===== config.mk =====
export PLATFORM = sky130hd
export DESIGN_NAME = gbi_core
export DESIGN_NICKNAME = d
export VERILOG_FILES = /design/src/gbi_pkg.sv /design/src/gbi_sync_if.sv /design/src/gbi_sync.sv /design/src/gbi_core.sv
export VERILOG_INCLUDE_DIRS = /design/src
export SDC_FILE = /design/constraint.sdc
export NUM_CORES = 1
export LEC_CHECK = 0
export BUFFER_PORTS_ARGS = -buffer_cell sky130_fd_sc_hd__buf_2
export CAP_MARGIN = 20
export CORE_ASPECT_RATIO = 1.2
export CORE_UTILIZATION = 40
export DETAILED_ROUTE_END_ITERATION = 16
export PLACE_DENSITY_LB_ADDON = 0.1
export SKIP_CTS_REPAIR_TIMING = 1
export SLEW_MARGIN = 20
export SYNTH_ARGS = -nofsm -noshare
export SYNTH_HDL_FRONTEND = slang
export SYNTH_SLANG_ARGS = --single-unit

===== constraint.sdc =====
create_clock -name mclk -period 2.5 [get_ports mclk]
set_clock_uncertainty 0.05 [all_clocks]
set_input_delay 0.25 -clock mclk [delete_from_list [all_inputs] [get_ports mclk]]
set_output_delay 0.25 -clock mclk [all_outputs]
set_load 0.01 [all_outputs]

===== src/gbi_map.svh =====
// Constants for the bus interface: codes, bit positions and timing
`ifndef GBI_MAP_SVH
`define GBI_MAP_SVH
`define GBI_CLK_MHZ 40
`define GBI_SETTLE_NS 2000
`define GBI_SETTLE_CYC ((`GBI_SETTLE_NS * `GBI_CLK_MHZ + 999) / 1000)
`define GBI_LOCAL_US 100
`define GBI_LOCAL_CYC (`GBI_LOCAL_US * `GBI_CLK_MHZ)
`define GBI_RQS_BIT 6
`define GBI_CMD_DCL 8'h14
`define GBI_CMD_LLO 8'h11
`define GBI_CMD_PPU 8'h15
`define GBI_CMD_GTL 8'h01
`define GBI_CMD_SPE 8'h18
`define GBI_CMD_SPD 8'h19
`define GBI_CMD_UNL 8'h3F
`define GBI_CMD_UNT 8'h5F
`define GBI_GRP_LSN 2'b01
`define GBI_GRP_TLK 2'b10
`endif


===== src/gbi_pkg.sv =====
// Types shared by the bus interface modules
package gbi_pkg;
	typedef enum logic [1:0] {
		GBI_SH_IDLE = 2'b00,
		GBI_SH_SETTLE = 2'b01,
		GBI_SH_VALID = 2'b10
	} gbi_sh_t;
	typedef enum logic [1:0] {
		GBI_AH_READY = 2'b00,
		GBI_AH_ACCEPT = 2'b01,
		GBI_AH_WAIT = 2'b10
	} gbi_ah_t;
endpackage


===== src/gbi_sync_if.sv =====
// Synchronised bus control levels passed from the sampler to the core
`timescale 1ns/1ps
interface gbi_sync_if;
	logic atn;
	logic ifc;
	logic ren;
	logic eoi;
	logic dav;
	logic nrfd;
	logic ndac;
	logic [7:0] dio;
	modport src (output atn, ifc, ren, eoi, dav, nrfd, ndac, dio);
	modport dst (input atn, ifc, ren, eoi, dav, nrfd, ndac, dio);
endinterface // gbi_sync_if


===== src/gbi_sync.sv =====
// Two-stage synchronisers for all bus lines except SRQ, true-active outputs
`timescale 1ns/1ps
module gbi_sync (
	input wire logic mclk,
	input wire logic rst_n,
	input wire logic [7:0] dio_n_i,
	input wire logic atn_n_i,
	input wire logic ifc_n_i,
	input wire logic ren_n_i,
	input wire logic eoi_n_i,
	input wire logic dav_n_i,
	input wire logic nrfd_n_i,
	input wire logic ndac_n_i,
	gbi_sync_if.src s
);
	localparam int W = 15;
	logic [W-1:0] raw;
	logic [W-1:0] st1_r;
	logic [W-1:0] st2_r;
	// Inverted so the core sees asserted as 1
	assign raw = ~{dio_n_i, atn_n_i, ifc_n_i, ren_n_i, eoi_n_i, dav_n_i, nrfd_n_i, ndac_n_i};
	genvar i;
	generate
		for (i = 0; i < W; i++) begin : g_bit
			always_ff @(posedge mclk or negedge rst_n) begin
				if (!rst_n) begin
					st1_r[i] <= 1'b0;
					st2_r[i] <= 1'b0;
				end else begin
					st1_r[i] <= raw[i];
					st2_r[i] <= st1_r[i];
				end
			end
		end
	endgenerate
	assign {s.dio, s.atn, s.ifc, s.ren, s.eoi, s.dav, s.nrfd, s.ndac} = st2_r;
endmodule // gbi_sync


===== src/gbi_core.sv =====
// Instrument-side bus interface: handshakes, addressing, SRQ, remote/local
`timescale 1ns/1ps
`include "gbi_map.svh"
module gbi_core #(
	parameter int LOCAL_CYC = `GBI_LOCAL_CYC
) (
	input wire logic mclk,
	input wire logic rst_n,
	input wire logic [4:0] my_addr,
	input wire logic [7:0] dio_n_i,
	output logic [7:0] dio_n_o,
	output logic [7:0] dio_n_oe,
	input wire logic atn_n_i,
	input wire logic ifc_n_i,
	input wire logic ren_n_i,
	input wire logic eoi_n_i,
	output logic eoi_n_o,
	output logic eoi_n_oe,
	input wire logic dav_n_i,
	output logic dav_n_o,
	output logic dav_n_oe,
	input wire logic nrfd_n_i,
	output logic nrfd_n_o,
	output logic nrfd_n_oe,
	input wire logic ndac_n_i,
	output logic ndac_n_o,
	output logic ndac_n_oe,
	output logic srq_n_o,
	output logic srq_n_oe,
	input wire logic tx_valid,
	output logic tx_ready,
	input wire logic [7:0] tx_data,
	input wire logic tx_last,
	output logic rx_valid,
	input wire logic rx_ready,
	output logic [7:0] rx_data_r,
	output logic rx_last_r,
	output logic cmd_valid_r,
	output logic [7:0] cmd_data_r,
	output logic ppoll_r,
	input wire logic svc_req,
	input wire logic [7:0] status_byte,
	input wire logic local_sw,
	output logic talker_r,
	output logic listener_r,
	output logic remote_r,
	output logic lockout_r,
	output logic dev_clear_r
);
	localparam int SETTLE = `GBI_SETTLE_CYC;
	gbi_sync_if sy ();
	gbi_sync u_sync (
		.mclk(mclk),
		.rst_n(rst_n),
		.dio_n_i(dio_n_i),
		.atn_n_i(atn_n_i),
		.ifc_n_i(ifc_n_i),
		.ren_n_i(ren_n_i),
		.eoi_n_i(eoi_n_i),
		.dav_n_i(dav_n_i),
		.nrfd_n_i(nrfd_n_i),
		.ndac_n_i(ndac_n_i),
		.s(sy.src)
	);

	gbi_pkg::gbi_sh_t sh_r;
	gbi_pkg::gbi_ah_t ah_r;
	logic [7:0] txd_r;
	logic txe_r;
	logic [7:0] set_cnt_r;
	logic spoll_r;
	logic rsv_r;
	logic [$clog2(LOCAL_CYC+1)-1:0] loc_cnt_r;
	logic rx_pend_r;
	logic ah_en;
	logic take;
	logic is_cmd;
	logic [7:0] b;

	// Acceptor enabled under ATN for commands, else only as listener
	assign ah_en = sy.atn | listener_r;
	assign b = sy.dio;
	assign take = (ah_r == gbi_pkg::GBI_AH_ACCEPT);
	assign is_cmd = take & sy.atn;

	// Acceptor handshake: while enabled, NRFD released only while NDAC held low
	always_ff @(posedge mclk or negedge rst_n) begin
		if (!rst_n) begin
			ah_r <= gbi_pkg::GBI_AH_READY;
		end else if (!ah_en) begin
			ah_r <= gbi_pkg::GBI_AH_READY;
		end else begin
			case (ah_r)
				gbi_pkg::GBI_AH_READY: begin
					if (sy.dav && (sy.atn || !rx_pend_r)) begin
						ah_r <= gbi_pkg::GBI_AH_ACCEPT;
					end
				end
				gbi_pkg::GBI_AH_ACCEPT: ah_r <= gbi_pkg::GBI_AH_WAIT;
				gbi_pkg::GBI_AH_WAIT: begin
					if (!sy.dav) begin
						ah_r <= gbi_pkg::GBI_AH_READY;
					end
				end
				default: ah_r <= gbi_pkg::GBI_AH_READY;
			endcase
		end
	end
	// Not ready while a byte is held or, without ATN, while a data byte is still unread
	assign nrfd_n_oe = ah_en & ((ah_r != gbi_pkg::GBI_AH_READY) | (!sy.atn & rx_pend_r));
	assign nrfd_n_o = 1'b0;
	assign ndac_n_oe = ah_en & (ah_r != gbi_pkg::GBI_AH_WAIT);
	assign ndac_n_o = 1'b0;

	// Received data with end flag
	always_ff @(posedge mclk or negedge rst_n) begin
		if (!rst_n) begin
			rx_pend_r <= 1'b0;
			rx_data_r <= 8'h00;
			rx_last_r <= 1'b0;
		end else if (take && !sy.atn) begin
			rx_pend_r <= 1'b1;
			rx_data_r <= b;
			rx_last_r <= sy.eoi;
		end else if (rx_ready) begin
			rx_pend_r <= 1'b0;
		end
	end
	assign rx_valid = rx_pend_r;

	// Command strobe out; parallel poll indication
	always_ff @(posedge mclk or negedge rst_n) begin
		if (!rst_n) begin
			cmd_valid_r <= 1'b0;
			cmd_data_r <= 8'h00;
			ppoll_r <= 1'b0;
		end else begin
			cmd_valid_r <= is_cmd && !sy.ifc;
			cmd_data_r <= is_cmd ? b : cmd_data_r;
			ppoll_r <= sy.atn & sy.eoi;
		end
	end

	// Addressing; IFC clears it and blocks addressed commands
	always_ff @(posedge mclk or negedge rst_n) begin
		if (!rst_n) begin
			talker_r <= 1'b0;
			listener_r <= 1'b0;
			spoll_r <= 1'b0;
		end else if (sy.ifc) begin
			talker_r <= 1'b0;
			listener_r <= 1'b0;
			spoll_r <= 1'b0;
		end else if (is_cmd) begin
			if (b[6:5] == `GBI_GRP_TLK) begin
				talker_r <= (b[4:0] == my_addr) && (b[4:0] != 5'h1F);
			end
			if (b[6:5] == `GBI_GRP_LSN && b[4:0] == my_addr) begin
				listener_r <= 1'b1;
			end
			if (b[6:0] == 7'(`GBI_CMD_UNL)) begin
				listener_r <= 1'b0;
			end
			if (b[6:0] == 7'(`GBI_CMD_SPE)) begin
				spoll_r <= 1'b1;
			end
			if (b[6:0] == 7'(`GBI_CMD_SPD)) begin
				spoll_r <= 1'b0;
			end
		end
	end

	// Universal commands DCL and LLO also honoured during IFC; SPE and SPD are not
	always_ff @(posedge mclk or negedge rst_n) begin
		if (!rst_n) begin
			remote_r <= 1'b0;
			lockout_r <= 1'b0;
			dev_clear_r <= 1'b0;
			loc_cnt_r <= '0;
		end else begin
			dev_clear_r <= is_cmd && (b[6:0] == 7'(`GBI_CMD_DCL));
			if (!sy.ren) begin
				remote_r <= 1'b0;
				lockout_r <= 1'b0;
			end else begin
				if (is_cmd && b[6:0] == 7'(`GBI_CMD_LLO)) begin
					lockout_r <= 1'b1;
				end
				if (is_cmd && !sy.ifc && b[6:5] == `GBI_GRP_LSN && b[4:0] == my_addr) begin
					remote_r <= 1'b1;
				end else if (is_cmd && !sy.ifc && listener_r && b[6:0] == 7'(`GBI_CMD_GTL)) begin
					remote_r <= 1'b0;
				end else if (local_sw && !lockout_r) begin
					remote_r <= 1'b0;
				end
			end
			loc_cnt_r <= (sy.ren || !remote_r) ? '0 : loc_cnt_r + 1'b1;
		end
	end

	// Service request held until polled status read
	always_ff @(posedge mclk or negedge rst_n) begin
		if (!rst_n) begin
			rsv_r <= 1'b0;
		end else if (svc_req) begin
			rsv_r <= 1'b1;
		end else if (spoll_r && talker_r && sh_r == gbi_pkg::GBI_SH_VALID && sy.ndac) begin
			rsv_r <= 1'b0;
		end
	end
	assign srq_n_o = 1'b0;
	assign srq_n_oe = rsv_r & !(spoll_r & talker_r & sh_r == gbi_pkg::GBI_SH_VALID);

	// Source handshake, active only when talking without ATN
	assign tx_ready = (sh_r == gbi_pkg::GBI_SH_IDLE) & talker_r & !sy.atn & !spoll_r;
	always_ff @(posedge mclk or negedge rst_n) begin
		if (!rst_n) begin
			sh_r <= gbi_pkg::GBI_SH_IDLE;
			txd_r <= 8'h00;
			txe_r <= 1'b0;
			set_cnt_r <= 8'h00;
		end else if (sy.atn || !talker_r) begin
			sh_r <= gbi_pkg::GBI_SH_IDLE;
		end else begin
			case (sh_r)
				gbi_pkg::GBI_SH_IDLE: begin
					set_cnt_r <= 8'h00;
					if (spoll_r) begin
						txd_r <= status_byte;
						txd_r[`GBI_RQS_BIT] <= rsv_r;
						txe_r <= 1'b0;
						sh_r <= gbi_pkg::GBI_SH_SETTLE;
					end else if (tx_valid) begin
						txd_r <= tx_data;
						txe_r <= tx_last;
						sh_r <= gbi_pkg::GBI_SH_SETTLE;
					end
				end
				gbi_pkg::GBI_SH_SETTLE: begin
					if (sy.nrfd) begin
						set_cnt_r <= 8'h00;
					end else if (set_cnt_r >= 8'(SETTLE - 1)) begin
						sh_r <= gbi_pkg::GBI_SH_VALID;
					end else begin
						set_cnt_r <= set_cnt_r + 8'h01;
					end
				end
				gbi_pkg::GBI_SH_VALID: begin
					if (!sy.ndac) begin
						sh_r <= gbi_pkg::GBI_SH_VALID;
					end else if (!spoll_r) begin
						sh_r <= gbi_pkg::GBI_SH_IDLE;
					end else begin
						sh_r <= gbi_pkg::GBI_SH_IDLE;
					end
				end
				default: sh_r <= gbi_pkg::GBI_SH_IDLE;
			endcase
		end
	end
	assign dio_n_o = ~txd_r;
	assign dio_n_oe = {8{sh_r != gbi_pkg::GBI_SH_IDLE}};
	assign eoi_n_o = 1'b0;
	assign eoi_n_oe = (sh_r != gbi_pkg::GBI_SH_IDLE) & txe_r;
	assign dav_n_o = 1'b0;
	assign dav_n_oe = (sh_r == gbi_pkg::GBI_SH_VALID);

	property p_no_both_released;
		@(posedge mclk) disable iff (!rst_n) ah_en |-> (nrfd_n_oe | ndac_n_oe);
	endproperty
	a_no_both_released: assert property (p_no_both_released) else $error("NRFD and NDAC released");
	property p_dav_after_ready;
		@(posedge mclk) disable iff (!rst_n) $rose(dav_n_oe) |-> $past(!sy.nrfd, 1);
	endproperty
	a_dav_after_ready: assert property (p_dav_after_ready) else $error("DAV while NRFD asserted");
	property p_data_before_dav;
		@(posedge mclk) disable iff (!rst_n) $rose(dav_n_oe) |-> $past(dio_n_oe[0], 2);
	endproperty
	a_data_before_dav: assert property (p_data_before_dav) else $error("DAV before data");
	property p_settle;
		@(posedge mclk) disable iff (!rst_n) $rose(dav_n_oe) |-> $past(set_cnt_r, 1) == 8'(SETTLE - 1);
	endproperty
	a_settle: assert property (p_settle) else $error("DAV before settle time");
	property p_ifc_clear;
		@(posedge mclk) disable iff (!rst_n) sy.ifc |=> !talker_r && !listener_r;
	endproperty
	a_ifc_clear: assert property (p_ifc_clear) else $error("Addressing survived IFC");
	property p_local;
		@(posedge mclk) disable iff (!rst_n) !sy.ren |=> !remote_r;
	endproperty
	a_local: assert property (p_local) else $error("Remote without REN");
	property p_srq_hold;
		@(posedge mclk) disable iff (!rst_n) rsv_r && !spoll_r |-> srq_n_oe;
	endproperty
	a_srq_hold: assert property (p_srq_hold) else $error("SRQ dropped before poll");
	property p_no_talk_atn;
		@(posedge mclk) disable iff (!rst_n) sy.atn |=> !dav_n_oe && !dio_n_oe[0];
	endproperty
	a_no_talk_atn: assert property (p_no_talk_atn) else $error("Talking under ATN");
endmodule // gbi_core


==> results.md <==
| Step | Result | Reported |
|---|---|---|
| outcome | Run status | finished, final reports clean |
| clocking | Clock tree from TritonCTS | built |
| timing | Final-layout setup total negative slack | 0 ns |
| detailed routing | First-pass iteration count of the detailed router | 5 |
| critical path | Register-to-register path setup slack | 0.42 ns |
| pwr | Maximum ir drop on the vdd rail | 0.399 mV |
| critical path | Worst setup startpoint | set_cnt_r[0] |
| timing | Actual transition at the worst max-transition pin | 0.612 ns |
| place | Port-buffer cells | 88 |
| detailed routing | Post-DR vias/cell | 4.69 |
| synth | Part of the Yosys area used for sequential elements | 0.608 |
| place | Standard cell area after detailed placement | 3680 um2 |
| clocking | TritonCTS Sinks | 78 |
| floorplan | CORE AREA | 7710 um2 |
| floorplan | Die W | 83.8 um |
| clocking | Cell at the root of the clock tree | sky130_fd_sc_hd__clkbuf_8 |
| timing | Post-layout min period | 2.08 ns |
| timing | Unrepaired setup endpoints after global routing | false |
| layout | Antenna Diode Count | 0 |
| timing | Final hold violations | 0 |
| floorplan | DIE HEIGHT | 100 um |
| grt | Total routing resource utilization after global routing | 0.162 |
| detailed routing | Starting DRC count in detailed routing | 94 |
| critical path | Endpoint required time on the critical path | 2.72 ns |
| synth | Post-synthesis register bit count | 78 |
| synth | Library cell with the largest summed area after synthesis | sky130_fd_sc_hd__dfrtp_1 |
| pwr | Switching portion of total power | 0.267 |
| grt | Antenna violations before repair | 0 |
| floorplan | Starting density of the core | 0.416 |
| synth | Synth top area cells | sky130_fd_sc_hd__dfrtp_1 (61%), sky130_fd_sc_hd__inv_1 (3.6%), sky130_fd_sc_hd__nand2_1 (3.4%), sky130_fd_sc_hd__mux2_2 (3.2%), sky130_fd_sc_hd__mux2i_1 (3.1%) |
| critical path | Endpoint of the lowest-slack register-to-register path | set_cnt_r[6] |
| timing | Ratio of final minimum period to clock period | 0.833 |
| synth | Post-synthesis area per instance | 11.1 um2 |
| layout | Fraction of layout cells with a size suffix above 1 | 0.305 |
| detailed routing | Vias | 2294 |
| pwr | Cell Int Power | 0.00201 W |
| clocking | CTS Buf Count | 9 |
| grt | First-pass GRT wire length | 10.7 mm |
| pwr | Logic gate share of total power | 0.125 |
| pwr | Proportion of power drawn by flip-flops and latches | 0.525 |
| timing | Maximum clock rate | 0.480 GHz |
| layout | Syn-to-layout area delta | 25.9% |
| timing | Tightest slew margin relative to the limit | 0.592 |
| synth | Ranking of synthesized cells by instance count | sky130_fd_sc_hd__dfrtp_1 (78), sky130_fd_sc_hd__inv_1 (31), sky130_fd_sc_hd__nand2_1 (29) |
| place | Final GP Congestion | 0.755 |
| critical path | Crit path launch type | flip-flop |
| synth | Prevailing post-synth register cell | sky130_fd_sc_hd__dfrtp_1 |
| clocking | Register clock-pin slew on the reported worst setup and hold paths | 0.08 ns |
| pwr | Part of the power in the clock network | 0.350 |
| pwr | Leakage Power | 2.04 nW |
| critical path | Maximum fanout count along the critical path | 6 |
| grt | Pin count of the biggest net entering global routing | 45 |
| synth | Most repeated cell in the gate-level netlist after synthesis | sky130_fd_sc_hd__dfrtp_1 |
| critical path | Crit path kind | reg -> reg |
| synth | Warnings, synthesis | 0 |
| run | Max-Cap Viols | 0 |
| pwr | Power Dens Cells | 678 nW/um2 |
| synth | Top-area cell type share of the netlist area | 0.608 |
| floorplan | Number of top-level pins | 95 |
| layout | # nets final | 436 |
| synth | Asr flop ratio synth | 1.00 |
| timing | Pins over their slew limit | 0 |
| grt | Overflow after GRT | 0 |
| floorplan | Die ar. | 8380 um2 |
| clocking | Later-pin clock latency in the skew report | 0.35 ns |
| critical path | Endpoint class of the critical path | flip-flop |
| floorplan | Std cell rows | 35 |
| synth | Number of distinct library cells after synthesis | 46 |
| grt | Vias in the first global route | 2246 |
| place | Detailed-placement wirelength estimate | 4.48 mm |
| clocking | Number of H-tree levels | 3 |
| layout | Filler cell count | 716 |
| detailed routing | Routed wire length | 6.46 mm |
| hold path | Worst hold path type | in -> reg |
| critical path | Arrival time reported for the critical path endpoint | 2.30 ns |
| critical path | Worst setup endpoint | set_cnt_r[6] |
| critical path | Worst r2r path cells | 5 |
| synth | Netlist Area Pre-Place | 3210 um2 |
| detailed routing | DRC viols | 0 |
| layout | Layout Cell Area excl Fill | 4040 um2 |
| detailed routing | Remaining number of nets flagged by the antenna check after routing | 0 |
| clocking | Buffers from clock root to sink, at most | 2 |
| timing | Count of final setup violators | 0 |
| pwr | Net switching power | 0.000731 W |
| synth | Post-Syn Instances | 290 |
| critical path | Start of the worst register-to-register path | set_cnt_r[0] |
| detailed routing | Detailed-route wire length per cell | 13.2 um |
| synth | Number of synthesized flops with an enable pin | 0 |
## flip-flops by register name (all words and copies together) (netlist names), 2 cells and up
signal,count
rx_data_r,8
txd_r,8
u_sync.s.dio,8
u_sync.st1_r,15
sh_r,2
set_cnt_r,8
cmd_data_r,8
ah_r,2
## area by class of cell
cell class              count  area (um2)  share of cell area
flip-flops and latches     78        1950               0.483
multi-input cells         164        1030               0.254
repair buffers            108         633               0.157
clock buffers              10         128              0.0316
inverters                  31         116              0.0288
well taps                  92         115              0.0285
clock inverters             6        70.1              0.0173
## routing by layer
metal,vias up,routed length [um],GRT usage
met2,62,3190,0.267
met5,-,0,0
met3,8,301,0.0461
li1,1143,-,-
met4,0,86,0.0626
met1,1081,2890,0.205
## worst min-delay path by stage
stage | to | depth (start not counted) | slack (ns) | from
floorplan | ah_r[0] | 0 | -0.1 | rst_n
global placement | set_cnt_r[4] | 1 | 0.22 | rst_n
detailed placement | set_cnt_r[4] | 1 | 0.22 | rst_n
CTS | cmd_data_r[4] | 1 | -0.16 | rst_n
global route | rx_valid | 2 | 0.03 | rx_ready
finish | rx_valid | 2 | 0.04 | rx_ready
## metrics by stage
step | total power [W] | std cells | util | hold WS, ns | setup slack (ns)
floorplan | 0.00162 | 294 | - | -0.0956 | 0.636
global placement | 0.00179 | 457 | 0.478 | 0.224 | 0.488
detailed placement | 0.00180 | 457 | 0.478 | 0.223 | 0.442
CTS | 0.00276 | 473 | 0.503 | -0.163 | 0.417
global route | 0.00288 | 489 | 0.524 | 0.0288 | 0.337
finish | 0.00274 | 489 | 0.524 | 0.0418 | 0.417
## logic make-up after synthesis
family | share of synthesized area
adders and majority gates | 0.00390
muxes | 0.0628
other | 0.00117
and+or+nand+nor | 0.142
DFF | 0.608
buffers and inverters | 0.0764
AOI/OAI and AO/OA | 0.0913
xor gates and xnor gates | 0.0136
## power groups by stage
stage | registers (W) | clock network [W] | logic [W]
final | 0.00144 | 0.000958 | 0.000343
after global routing | 0.00145 | 0.00103 | 0.000388
after CTS | 0.00144 | 0.000983 | 0.000333
after detailed placement | 0.00147 | 0 | 0.000332
after global placement | 0.00146 | 0 | 0.000325
after floorplan | 0.00149 | 0 | 0.000131
## cells in the final DEF, fill, tap and decap left out, drive strengths merged, types with 4 or more instances in the layout
cell type | netlist | layout
mux2 | 9 | 9
dfrtp | 78 | 78
xnor2 | 5 | 5
buf | 15 | 92
clkbuf | 6 | 10
nand2b | 5 | 5
a31oi | 5 | 5
inv | 31 | 33
conb | 1 | 5
nor2 | 25 | 25
mux2i | 10 | 10
o21a | 4 | 4
o21ai | 4 | 4
dlygate4sd3 | 0 | 16
a21oi | 18 | 18
nand2 | 29 | 29
## worst max-delay path: stages, from the launching register on
cell and delay, ns:
sky130_fd_sc_hd__dfrtp_1 0.41, sky130_fd_sc_hd__ha_1 0.25, sky130_fd_sc_hd__a311o_1 0.41, sky130_fd_sc_hd__a2111oi_4 0.54, sky130_fd_sc_hd__a41oi_1 0.18, sky130_fd_sc_hd__a31oi_1 0.17
No activity file was read; power rests on OpenSTA's default activity.
